===== src/verilog/laq_pkg.sv =====
package laq_pkg;
    localparam int LAQ_CHANNELS = 4;
    localparam int LAQ_ADDR_W = 8;
    localparam int LAQ_DATA_W = 24;
    localparam logic [7:0] LAQ_UV_QUALIFY_OFFSET = 8'h48;
    localparam logic [7:0] LAQ_ALERT_ENABLE_OFFSET = 8'h49;
    localparam logic [7:0] LAQ_UV_QUALIFY_RESET = 8'h00;
    localparam logic [23:0] LAQ_ALERT_ENABLE_RESET = 24'h000000;
    localparam logic [23:0] LAQ_ALERT_ENABLE_MASK = 24'hfffffe;
    localparam int LAQ_OC_LSB = 20;
    localparam int LAQ_UC_LSB = 16;
    localparam int LAQ_OV_LSB = 12;
    localparam int LAQ_UV_LSB = 8;
    localparam int LAQ_OP_LSB = 4;
    localparam int LAQ_ACC_FULL_BIT = 3;
    localparam int LAQ_ACC_TALLY_BIT = 2;
    localparam int LAQ_CYCLE_DONE_BIT = 1;
    localparam int LAQ_ALERT_COUNT = 23;
    localparam logic [4:0] LAQ_COUNT_ONE = 5'h01;
    localparam logic [4:0] LAQ_COUNT_FOUR = 5'h04;
    localparam logic [4:0] LAQ_COUNT_EIGHT = 5'h08;
    localparam logic [4:0] LAQ_COUNT_SIXTEEN = 5'h10;
    typedef enum logic [1:0] {
        LAQ_HOST_IDLE,
        LAQ_HOST_DISABLE,
        LAQ_HOST_WRITE,
        LAQ_HOST_REFRESH
    } laq_host_state_e;
endpackage


===== src/verilog/laq_if.sv =====
`timescale 1ns/1ps
interface laq_if;
    logic wr_en;
    logic [7:0] addr;
    logic [23:0] wdata;
    logic [23:0] rdata;
    logic refresh;
    modport device (input wr_en, input addr, input wdata, input refresh,
        output rdata);
    modport host (output wr_en, output addr, output wdata, output refresh,
        input rdata);
endinterface


===== src/verilog/laq_device.sv =====
`timescale 1ns/1ps
// What this block does
// - uv field codes select 1,4,8,16 samples
// - uv fields at bits 7:6 down 1:0
// - uv fields reset to one sample
// - host disables alerts before changing counts; the cleared enables only apply at the refresh after the count write
// - one enables an alert, zero disables
// - alert reaches pin only when enabled
// - host disables alerts before changing limits
// - new enables apply after refresh only
// - bits 23:20 enable overcurrent channels 1-4
// - bits 19:16 enable undercurrent channels 1-4
// - bits 15:12 enable overvoltage channels 1-4
// - bits 11:8 enable undervoltage channels 1-4
// - bits 7:4 enable overpower channels 1-4
// - bits 3:1 accumulator, tally, cycle; bit0 zero
module laq_device
    import laq_pkg::*;
(
    input wire logic clock,
    input wire logic sys_rst,
    laq_if.device bus,
    input wire logic sample_valid,
    input wire logic [3:0] uv_below_limit,
    input wire logic [3:0] overcurrent_cond,
    input wire logic [3:0] undercurrent_cond,
    input wire logic [3:0] overvoltage_cond,
    input wire logic [3:0] overpower_cond,
    input wire logic accum_full_cond,
    input wire logic accum_tally_full_cond,
    input wire logic cycle_done_cond,
    output logic [3:0] uv_qualified,
    output logic [22:0] alert_gated,
    output logic alert_any
);
    logic [7:0] uv_qualify_reg;
    logic [7:0] uv_qualify_next;
    logic [23:0] enable_reg;
    logic [23:0] enable_next;
    logic [23:0] active_en_reg;
    logic [23:0] active_en_next;
    logic [4:0] uv_cnt_reg [LAQ_CHANNELS];
    logic [4:0] uv_cnt_next [LAQ_CHANNELS];
    logic [3:0] uv_qual_reg;
    logic [3:0] uv_qual_next;
    logic [22:0] gated_reg;
    logic [22:0] gated_next;
    logic any_reg;
    logic any_next;
    logic [23:0] cond;

    function automatic logic [4:0] laq_needed(input logic [1:0] code);
        case (code)
            2'h0: laq_needed = LAQ_COUNT_ONE;
            2'h1: laq_needed = LAQ_COUNT_FOUR;
            2'h2: laq_needed = LAQ_COUNT_EIGHT;
            default: laq_needed = LAQ_COUNT_SIXTEEN;
        endcase
    endfunction

    // pins carry channel 1 in the top bit, the counters in index 0
    function automatic logic [3:0] laq_ch_order(input logic [3:0] v);
        laq_ch_order = {v[0], v[1], v[2], v[3]};
    endfunction

    function automatic logic laq_hit(input logic [7:0] a,
        input logic [7:0] offset);
        laq_hit = (a == offset);
    endfunction

    // register writes; enables latch into the active set only on refresh
    always_comb
    begin
        uv_qualify_next = uv_qualify_reg;
        enable_next = enable_reg;
        active_en_next = active_en_reg;
        if (bus.wr_en && laq_hit(bus.addr, LAQ_UV_QUALIFY_OFFSET))
        begin
            uv_qualify_next = bus.wdata[7:0];
        end
        if (bus.wr_en && laq_hit(bus.addr, LAQ_ALERT_ENABLE_OFFSET))
        begin
            enable_next = bus.wdata & LAQ_ALERT_ENABLE_MASK;
        end
        // refresh takes the enables as they stood before this edge
        if (bus.refresh)
        begin
            active_en_next = enable_reg;
        end
    end

    always_ff @(posedge clock or posedge sys_rst)
    begin
        if (sys_rst)
        begin
            uv_qualify_reg <= LAQ_UV_QUALIFY_RESET;
            enable_reg <= LAQ_ALERT_ENABLE_RESET;
            active_en_reg <= LAQ_ALERT_ENABLE_RESET;
        end
        else
        begin
            uv_qualify_reg <= uv_qualify_next;
            enable_reg <= enable_next;
            active_en_reg <= active_en_next;
        end
    end

    // read mux, bit 0 of enables reads zero
    always_comb
    begin
        bus.rdata = 24'h000000;
        if (laq_hit(bus.addr, LAQ_UV_QUALIFY_OFFSET))
        begin
            bus.rdata = {16'h0000, uv_qualify_reg};
        end
        else if (laq_hit(bus.addr, LAQ_ALERT_ENABLE_OFFSET))
        begin
            bus.rdata = enable_reg;
        end
    end

    // uv consecutive-sample qualifiers, channel 1 in bits 7:6
    always_comb
    begin
        logic [1:0] code;
        logic [4:0] need;
        code = 2'h0;
        need = LAQ_COUNT_ONE;
        for (int i = 0; i < LAQ_CHANNELS; i++)
        begin
            code = uv_qualify_reg[7 - 2 * i -: 2];
            need = laq_needed(code);
            uv_cnt_next[i] = uv_cnt_reg[i];
            uv_qual_next[i] = uv_qual_reg[i];
            if (sample_valid)
            begin
                if (uv_below_limit[3 - i])
                begin
                    // saturate at the target so the count cannot wrap
                    if (uv_cnt_reg[i] < need)
                    begin
                        uv_cnt_next[i] = uv_cnt_reg[i] + 5'h01;
                    end
                    uv_qual_next[i] = (uv_cnt_reg[i] + 5'h01)
                        >= need;
                end
                else
                begin
                    uv_cnt_next[i] = 5'h00;
                    uv_qual_next[i] = 1'b0;
                end
            end
        end
    end

    always_ff @(posedge clock or posedge sys_rst)
    begin
        if (sys_rst)
        begin
            for (int i = 0; i < LAQ_CHANNELS; i++)
            begin
                uv_cnt_reg[i] <= 5'h00;
            end
            uv_qual_reg <= 4'h0;
        end
        else
        begin
            for (int i = 0; i < LAQ_CHANNELS; i++)
            begin
                uv_cnt_reg[i] <= uv_cnt_next[i];
            end
            uv_qual_reg <= uv_qual_next;
        end
    end

    // channel 1 in the top bit of each group
    always_comb
    begin
        cond = 24'h000000;
        cond[LAQ_OC_LSB +: 4] = overcurrent_cond;
        cond[LAQ_UC_LSB +: 4] = undercurrent_cond;
        cond[LAQ_OV_LSB +: 4] = overvoltage_cond;
        cond[LAQ_UV_LSB +: 4] = laq_ch_order(uv_qual_reg);
        cond[LAQ_OP_LSB +: 4] = overpower_cond;
        cond[LAQ_ACC_FULL_BIT] = accum_full_cond;
        cond[LAQ_ACC_TALLY_BIT] = accum_tally_full_cond;
        cond[LAQ_CYCLE_DONE_BIT] = cycle_done_cond;
        gated_next = cond[23:1] & active_en_reg[23:1];
        any_next = |gated_next;
    end

    always_ff @(posedge clock or posedge sys_rst)
    begin
        if (sys_rst)
        begin
            gated_reg <= 23'h000000;
            any_reg <= 1'b0;
        end
        else
        begin
            gated_reg <= gated_next;
            any_reg <= any_next;
        end
    end

    assign uv_qualified = laq_ch_order(uv_qual_reg);
    assign alert_gated = gated_reg;
    assign alert_any = any_reg;
endmodule


===== src/flat_wrapper.sv =====
// flat-port wrapper written by rule: the top's interface ports become plain ports
module laq_device_flat import laq_pkg::*;
  (clock, sys_rst, sample_valid, uv_below_limit, overcurrent_cond, undercurrent_cond, overvoltage_cond, overpower_cond, accum_full_cond, accum_tally_full_cond, cycle_done_cond, uv_qualified, alert_gated, alert_any, bus_wr_en, bus_addr, bus_wdata, bus_refresh, bus_rdata);
  laq_if bus_i ();
  input wire logic clock;
  input wire logic sys_rst;
  input wire logic sample_valid;
  input wire logic [3:0] uv_below_limit;
  input wire logic [3:0] overcurrent_cond;
  input wire logic [3:0] undercurrent_cond;
  input wire logic [3:0] overvoltage_cond;
  input wire logic [3:0] overpower_cond;
  input wire logic accum_full_cond;
  input wire logic accum_tally_full_cond;
  input wire logic cycle_done_cond;
  output logic [3:0] uv_qualified;
  output logic [22:0] alert_gated;
  output logic alert_any;
  input wire logic [$bits(bus_i.wr_en)-1:0] bus_wr_en;
  input wire logic [$bits(bus_i.addr)-1:0] bus_addr;
  input wire logic [$bits(bus_i.wdata)-1:0] bus_wdata;
  input wire logic [$bits(bus_i.refresh)-1:0] bus_refresh;
  output wire logic [$bits(bus_i.rdata)-1:0] bus_rdata;
  assign bus_i.wr_en = bus_wr_en;
  assign bus_i.addr = bus_addr;
  assign bus_i.wdata = bus_wdata;
  assign bus_i.refresh = bus_refresh;
  assign bus_rdata = bus_i.rdata;
  laq_device u_core (.clock(clock), .sys_rst(sys_rst), .bus(bus_i), .sample_valid(sample_valid), .uv_below_limit(uv_below_limit), .overcurrent_cond(overcurrent_cond), .undercurrent_cond(undercurrent_cond), .overvoltage_cond(overvoltage_cond), .overpower_cond(overpower_cond), .accum_full_cond(accum_full_cond), .accum_tally_full_cond(accum_tally_full_cond), .cycle_done_cond(cycle_done_cond), .uv_qualified(uv_qualified), .alert_gated(alert_gated), .alert_any(alert_any));
endmodule

===== config.mk =====
export PLATFORM = sky130hd
export DESIGN_NAME = laq_device_flat
export DESIGN_NICKNAME = d
export VERILOG_FILES = /design/src/verilog/laq_pkg.sv /design/src/verilog/laq_if.sv /design/src/verilog/laq_device.sv /design/src/flat_wrapper.sv
export SDC_FILE = /design/constraint.sdc
export NUM_CORES = 1
export LEC_CHECK = 0
export ABC_AREA = 1
export BUFFER_PORTS_ARGS = -buffer_cell sky130_fd_sc_hd__buf_2
export CAP_MARGIN = 20
export CELL_PAD_IN_SITES_DETAIL_PLACEMENT = 0
export CELL_PAD_IN_SITES_GLOBAL_PLACEMENT = 1
export CORE_AREA = 2 2 113 115
export DETAILED_ROUTE_END_ITERATION = 6
export DIE_AREA = 0 0 115 117
export GPL_TIMING_DRIVEN = 1
export MAX_ROUTING_LAYER = met4
export PLACE_DENSITY_LB_ADDON = 0.05
export SYNTH_ARGS = -nofsm -noshare
export SYNTH_HDL_FRONTEND = slang
export SYNTH_SLANG_ARGS = --single-unit

===== constraint.sdc =====
create_clock -name clock -period 5.2 [get_ports clock]
set_clock_uncertainty 0.05 [all_clocks]
set_input_delay 0.52 -clock clock [delete_from_list [all_inputs] [get_ports clock]]
set_output_delay 0.52 -clock clock [all_outputs]
set_load 0.005 [all_outputs]

==> results.json, run 1 <==
{
  "status": "finished clean",
  "cts-buffers-inserted": 9,
  "final_max_slew_viol_count": 0,
  "drive_gt1_frac": 0.191,
  "hp-class": "in2async",
  "place_congestion": 0.840,
  "syn_area_um2": 5140,
  "leakage_nw": 3.54,
  "r2r-start": "u_core.uv_cnt_reg[0]",
  "postCtsSetupBuffers": 0,
  "syn-instance-count": 627,
  "via_per_inst": 4.60,
  "drtAntennaViolNets": 0,
  "fin_setup_tns_ps": 0,
  "yosysSeqAreaShare": 0.497,
  "clock-sinks": 102,
  "fin_nets": 835,
  "power_density_nw_per_um2": 349,
  "start_util": 0.417,
  "reg2reg_slack_ps": 3280,
  "synth_edf_count": 0,
  "ys_warn_count": 0,
  "die_area_um2": 13500,
  "drv_cap": 0,
  "crit_fanout": 8,
  "die_y_um": 117,
  "grt_use_total": 0.192,
  "grt_antenna_before_repair": 1,
  "cts_resized": 0,
  "die_width_um": 115,
  "tightest_slew_ps": 795,
  "synth_nets": 723,
  "ys_seq_elements": 102,
  "seqCellArea_um2": 2550,
  "power.total_w": 0.00214,
  "drt_iter0_markers": 194,
  "fillCellCount": 1232,
  "drt-total-wl_um": 11700,
  "cts.clk_slew.worst_paths_ps": 70,
  "post-dp-hpwl_um": 9190,
  "synthTopCellsByArea": "dfrtp_1 (50%), nand2_1 (14%), ha_1 (8.8%), inv_1 (7.9%), nor2_1 (4.1%)",
  "cp.required_ps": 4630,
  "ios": 112,
  "r2r_end": "u_core.uv_qual_reg[3]",
  "drcViolationCount": 0,
  "cp-end-kind": "output port",
  "async_reset_ff_frac": 1.00,
  "avgRoutedWirePerCell_um": 13.0,
  "area_growth_pct": 19.2,
  "yosysUniqueCellTypes": 24,
  "cts_hold_buffers": 0,
  "worstSetupPathType": "in2out",
  "vias": 4114,
  "grt_pass1_wl_um": 19100,
  "rows": 41,
  "hold_violations": 0,
  "clkLatencyLatePin_ps": 350,
  "grt_pass1_vias": 3931,
  "rsz0062_at_grt": "no",
  "setup_viol": 0,
  "slew_headroom": 0.470,
  "netlist_top_cells_count": "nand2_1 (193), inv_1 (108), dfrtp_1 (102)",
  "post-route-period-util": 0.454,
  "tritoncts": "built",
  "clockRootBuffer": "clkbuf_16",
  "worstPathArrival_ps": 1790,
  "yosys.area.top_type": "dfrtp_1",
  "multiInputGateArea_um2": 2120,
  "grt_overflow": 0,
  "avgSynthCellArea_um2": 8.20,
  "cts_max_level": 3,
  "dr.pass1.iters": 4,
  "clock_path_buffers": 2,
  "crit_path_start_kind": "primary input",
  "portBuffers": 111,
  "clock.fmax_mhz": 423,
  "synth_flop_cell": "dfrtp_1",
  "design_area_um2": 6130,
  "finalCriticalPeriod_ps": 2360,
  "grt_max_degree": 56,
  "synth_top_area_frac": 0.497,
  "dpl-instance-area_um2": 5830,
  "coreArea_um2": 12300,
  "worst_r2r_path_depth": 10,
  "synth.most_common_cell": "nand2_1",
  "ir_worst_vdd_uv": 139
}
-- critical path, stage by stage --
cell     delay (ps)
buf_2            90
inv_1            40
nand2_1          70
nor3_4          200
nand4_1         390
o21ai_0         330
buf_2           160
-- layout by cell type, fill, tap and decap left out, drive strengths merged --
cell and n:
dfrtp 102, nand3 18, nand4 10, clkinv 3, inv 111, nand2 194
mux2 7, o21ai 42, xor2 4, diode 1, ha 36, nor2 57
xnor2 8, a21oi 24, clkbuf 11, nor3 5, buf 112
-- stage by stage --
step	cells	util	setup WS, ps	hold WS, ps
5_1_grt	895	0.498	2640	221
3_3_place_gp	878	0.474	2890	418
6_report	895	0.498	2840	177
2_1_floorplan	627	-	1950	396
3_5_place_dp	878	0.474	2790	422
4_1_cts	894	0.497	2790	205
-- cell families (layout without fill, tap and decap cells) --
logic type / Yosys count / in the layout / synth area share
buf+inv: 120 / 237 / 0.0918
mux: 7 / 7 / 0.0153
compound gates: 66 / 66 / 0.0643
other cells: 0 / 1 / 0
xor+xnor: 12 / 12 / 0.0204
flops: 102 / 102 / 0.497
fa+ha+maj: 36 / 36 / 0.0876
simple gates: 284 / 284 / 0.224
-- report_power, final --
group	leakage, nW	internal, W	switching, W
logic	2.03	0.000213	0.000309
clock network	0.147	0.000355	0.000299
registers	1.37	0.000875	0.0000858
-- worst max-delay path by stage --
stage                     start                  endpoint  slack (ps)  depth (start not counted)
floorplan               sys_rst  u_core.active_en_reg[10]        1950                          1
global placement    bus_addr[7]              bus_rdata[6]        2890                          7
detailed placement  bus_addr[7]              bus_rdata[3]        2790                          7
CTS                 bus_addr[7]              bus_rdata[3]        2790                          7
global route        bus_addr[7]              bus_rdata[7]        2640                          7
finish              bus_addr[7]              bus_rdata[1]        2840                          7
-- routing by layer --
metal  vias to the layer above  GRT usage  share of wire
li1                       2163          -              -
met1                      1846      0.259           0.49
met2                        94      0.284           0.43
met3                        11     0.0541          0.059
met4                         0     0.0530          0.013
met5                         -          -              0
-- cell type report --
class / instances / area share
Sequential cell: 102 / 0.417
Multi-Input combinational cell: 405 / 0.345
Timing Repair Buffer: 112 / 0.0919
Inverter: 109 / 0.0672
Clock buffer: 11 / 0.0413
Tap cell: 150 / 0.0306
Clock inverter: 5 / 0.00654
Antenna cell: 1 / 0.000408
(Power assumes the default switching activity.)
==> inputs of run 2 (changes only) <==
--- a/config.mk
+++ b/config.mk
@@ -5,14 +5,14 @@
 export SDC_FILE = /design/constraint.sdc
 export NUM_CORES = 1
 export LEC_CHECK = 0
-export ABC_AREA = 1
+export ABC_AREA = 0
 export BUFFER_PORTS_ARGS = -buffer_cell sky130_fd_sc_hd__buf_2
 export CAP_MARGIN = 20
 export CELL_PAD_IN_SITES_DETAIL_PLACEMENT = 0
 export CELL_PAD_IN_SITES_GLOBAL_PLACEMENT = 1
-export CORE_AREA = 2 2 113 115
+export CORE_AREA = 2 2 112 114
 export DETAILED_ROUTE_END_ITERATION = 6
-export DIE_AREA = 0 0 115 117
+export DIE_AREA = 0 0 114 116
 export GPL_TIMING_DRIVEN = 1
 export MAX_ROUTING_LAYER = met4
 export PLACE_DENSITY_LB_ADDON = 0.05
==> constraint.sdc (replaced) <==
create_clock -name clock -period 2.2 [get_ports clock]
set_clock_uncertainty 0.05 [all_clocks]
set_input_delay 0.22 -clock clock [delete_from_list [all_inputs] [get_ports clock]]
set_output_delay 0.22 -clock clock [all_outputs]
set_load 0.005 [all_outputs]
==> run 2 against run 1 <==
Critical path depth down 1. Combinational power is 93% higher. First-iteration DRC count decreased by 25%. Highest routed layer unchanged. Global-route usage shrank 0.11 points. Power is 120% higher. Largest cell class is now multi-input combinational cells. Die area is 1.7% lower.
==> results.json, run 2 <==
{
  "grt_max_degree": 75,
  "ys_warn_count": 0,
  "clock_path_buffers": 2,
  "cts_max_level": 3,
  "synth_xor_area_frac": 0.0201,
  "yosysSeqAreaShare": 0.489,
  "drtAntennaViolNets": 0,
  "worst_r2r_path_depth": 6,
  "vias": 3643,
  "netlist_top_cells_count": "dfrtp_1 (102), and2_1 (40), mux2_2 (38)",
  "clock-sinks": 102,
  "ys_seq_elements": 102,
  "use_met2": 0.284,
  "groute.layer.met3.usage": 0.0434,
  "synth_fa_ha_area_frac": 0.0864,
  "grt_busiest_layer": "met2",
  "slew_headroom": 0.578,
  "ios": 112,
  "hold_violations": 0,
  "worstSetupPathType": "reg2reg",
  "die_y_um": 116,
  "die_area_um2": 13200,
  "synth-simple-area-share": 0.136,
  "avgRoutedWirePerCell_um": 16.8,
  "post-route-period-util": 0.917,
  "final_cell_mix": "buf_2 (111), dfrtp_1 (102), and2_1 (40)",
  "clkLatencyLatePin_ps": 350,
  "syn-instance-count": 423,
  "worstPathArrival_ps": 2260,
  "tritoncts": "built",
  "synth_edf_count": 0,
  "synthTopCellsByArea": "dfrtp_1 (49%), ha_1 (8.6%), mux2_2 (8.2%), mux2_4 (5.8%), and2_1 (4.8%)",
  "yosysUniqueCellTypes": 39,
  "cp-end-kind": "flip-flop",
  "drv_cap": 0,
  "drive_gt1_frac": 0.368,
  "clockRootBuffer": "clkbuf_16",
  "leakage_nw": 3.32,
  "synth_nets": 519,
  "grt_pass1_wl_um": 18700,
  "cts.clk_slew.worst_paths_ps": 70,
  "antenna_cells": 0,
  "tightest_slew_ps": 633,
  "grt_pass1_vias": 3582,
  "drcViolationCount": 0,
  "yosys.area.top_type": "dfrtp_1",
  "dp_cells": 680,
  "cts-buffers-inserted": 9,
  "place_congestion": 0.811,
  "coreArea_um2": 11900,
  "synth_flop_cell": "dfrtp_1",
  "setup_viol": 0,
  "hp-class": "in2reg",
  "drt_iter0_markers": 145,
  "async_reset_ff_frac": 1.00,
  "fin_nets": 641,
  "grt_use_total": 0.190,
  "die_width_um": 114,
  "grt_antenna_before_repair": 0,
  "ir_worst_vdd_uv": 363,
  "status": "finished clean",
  "finalCriticalPeriod_ps": 2020,
  "clock.fmax_mhz": 496,
  "final_max_slew_viol_count": 0,
  "area_growth_pct": 20.6,
  "syn_area_um2": 5220,
  "final_cells": 696,
  "synth_compound_area_frac": 0.109,
  "crit_fanout": 6,
  "portBuffers": 111,
  "use_met1": 0.260,
  "synth_mux_area_frac": 0.140,
  "mostFrequentLayoutCell": "buf_2",
  "power_density_nw_per_um2": 760,
  "crit_path_start_kind": "flip-flop",
  "cp.required_ps": 2440,
  "reg2reg_slack_ps": 180,
  "rows": 40,
  "via_per_inst": 5.23,
  "hold_depth": 2,
  "synth_top_family_by_area": "multiplexers",
  "avgSynthCellArea_um2": 12.3,
  "post-dp-hpwl_um": 8690,
  "grt_overflow": 0,
  "synth_top_area_frac": 0.489,
  "synth.most_common_cell": "dfrtp_1",
  "dr.pass1.iters": 4,
  "worst_hold_slack_ps": 49.3,
  "start_util": 0.438,
  "drt-total-wl_um": 11700
}
## run 2: per-layer routing
layer / part of all wire / wire length, um
met5: 0 / 0
met4: 0.015 / 171
met3: 0.045 / 522
met2: 0.45 / 5290
met1: 0.49 / 5690
## run 2: worst paths after layout
| path | endpoint | startpoint |
|---|---|---|
| setup / recovery | u_core.uv_cnt_reg[10] | u_core.uv_qualify_reg[4] |
| hold / removal | u_core.alert_gated[6] | overpower_cond[3] |
| setup reg to reg | u_core.uv_cnt_reg[10] | u_core.uv_qualify_reg[4] |
| hold reg to reg | u_core.alert_gated[20] | u_core.active_en_reg[21] |
| max in group asynchronous | u_core.active_en_reg[12] | sys_rst |
| min in group asynchronous | u_core.alert_gated[22] | sys_rst |
## run 2: worst max-delay path, stage by stage (launching register included)
cell	delay (ps)
dfrtp_1	420
nand2b_1	190
ha_1	310
a21oi_1	150
o21ai_1	170
a211oi_1	440
mux2_2	230
## run 2: stage by stage
step | utilization | setup slack, ps | total power, W | area, um2 | TNS (ps)
2_1_floorplan | - | 309 | 0.00290 | 5220 | 0
3_3_place_gp | 0.502 | 137 | 0.00322 | 5980 | 0
3_5_place_dp | 0.502 | 58.5 | 0.00324 | 5980 | 0
4_1_cts | 0.527 | 45.1 | 0.00483 | 6280 | 0
5_1_grt | 0.528 | -21.6 | 0.00510 | 6290 | -27.6
6_report | 0.528 | 182 | 0.00478 | 6290 | 0
## run 2: area by class of cell
| cell class | instances | area [um2] |
|---|---|---|
| Fill cell | 1079 | 5620 |
| Sequential cell | 102 | 2550 |
| Timing Repair Buffer | 119 | 631 |
| Tap cell | 147 | 184 |
| Clock buffer | 10 | 229 |
| Clock inverter | 5 | 61.3 |
| Multi-Input combinational cell | 299 | 2570 |
| Inverter | 14 | 56.3 |
## run 2: cells by family after synthesis
| family | count (synthesis) |
|---|---|
| XOR/XNOR | 12 |
| adder cells (fa/ha/maj) | 36 |
| multiplexers | 58 |
| flip-flops | 102 |
| buffers and inverters | 22 |
| AO/OA/AOI/OAI | 77 |
| AND/OR/NAND/NOR | 116 |
## run 2: what timing repair did
action	CTS	global route
setup endpoints to repair	0	19
buffers inserted	0	0
endpoints found under the hold margin	8	0
gates resized for setup	0	8
hold buffers	1	0
## run 2: where the power goes
part | total (W) | switching (W) | internal, W
sequential | 0.00220 | 0.000162 | 0.00204
clock | 0.00156 | 0.000687 | 0.000878
combinational | 0.00101 | 0.000505 | 0.000509
total | 0.00478 | 0.00135 | 0.00343
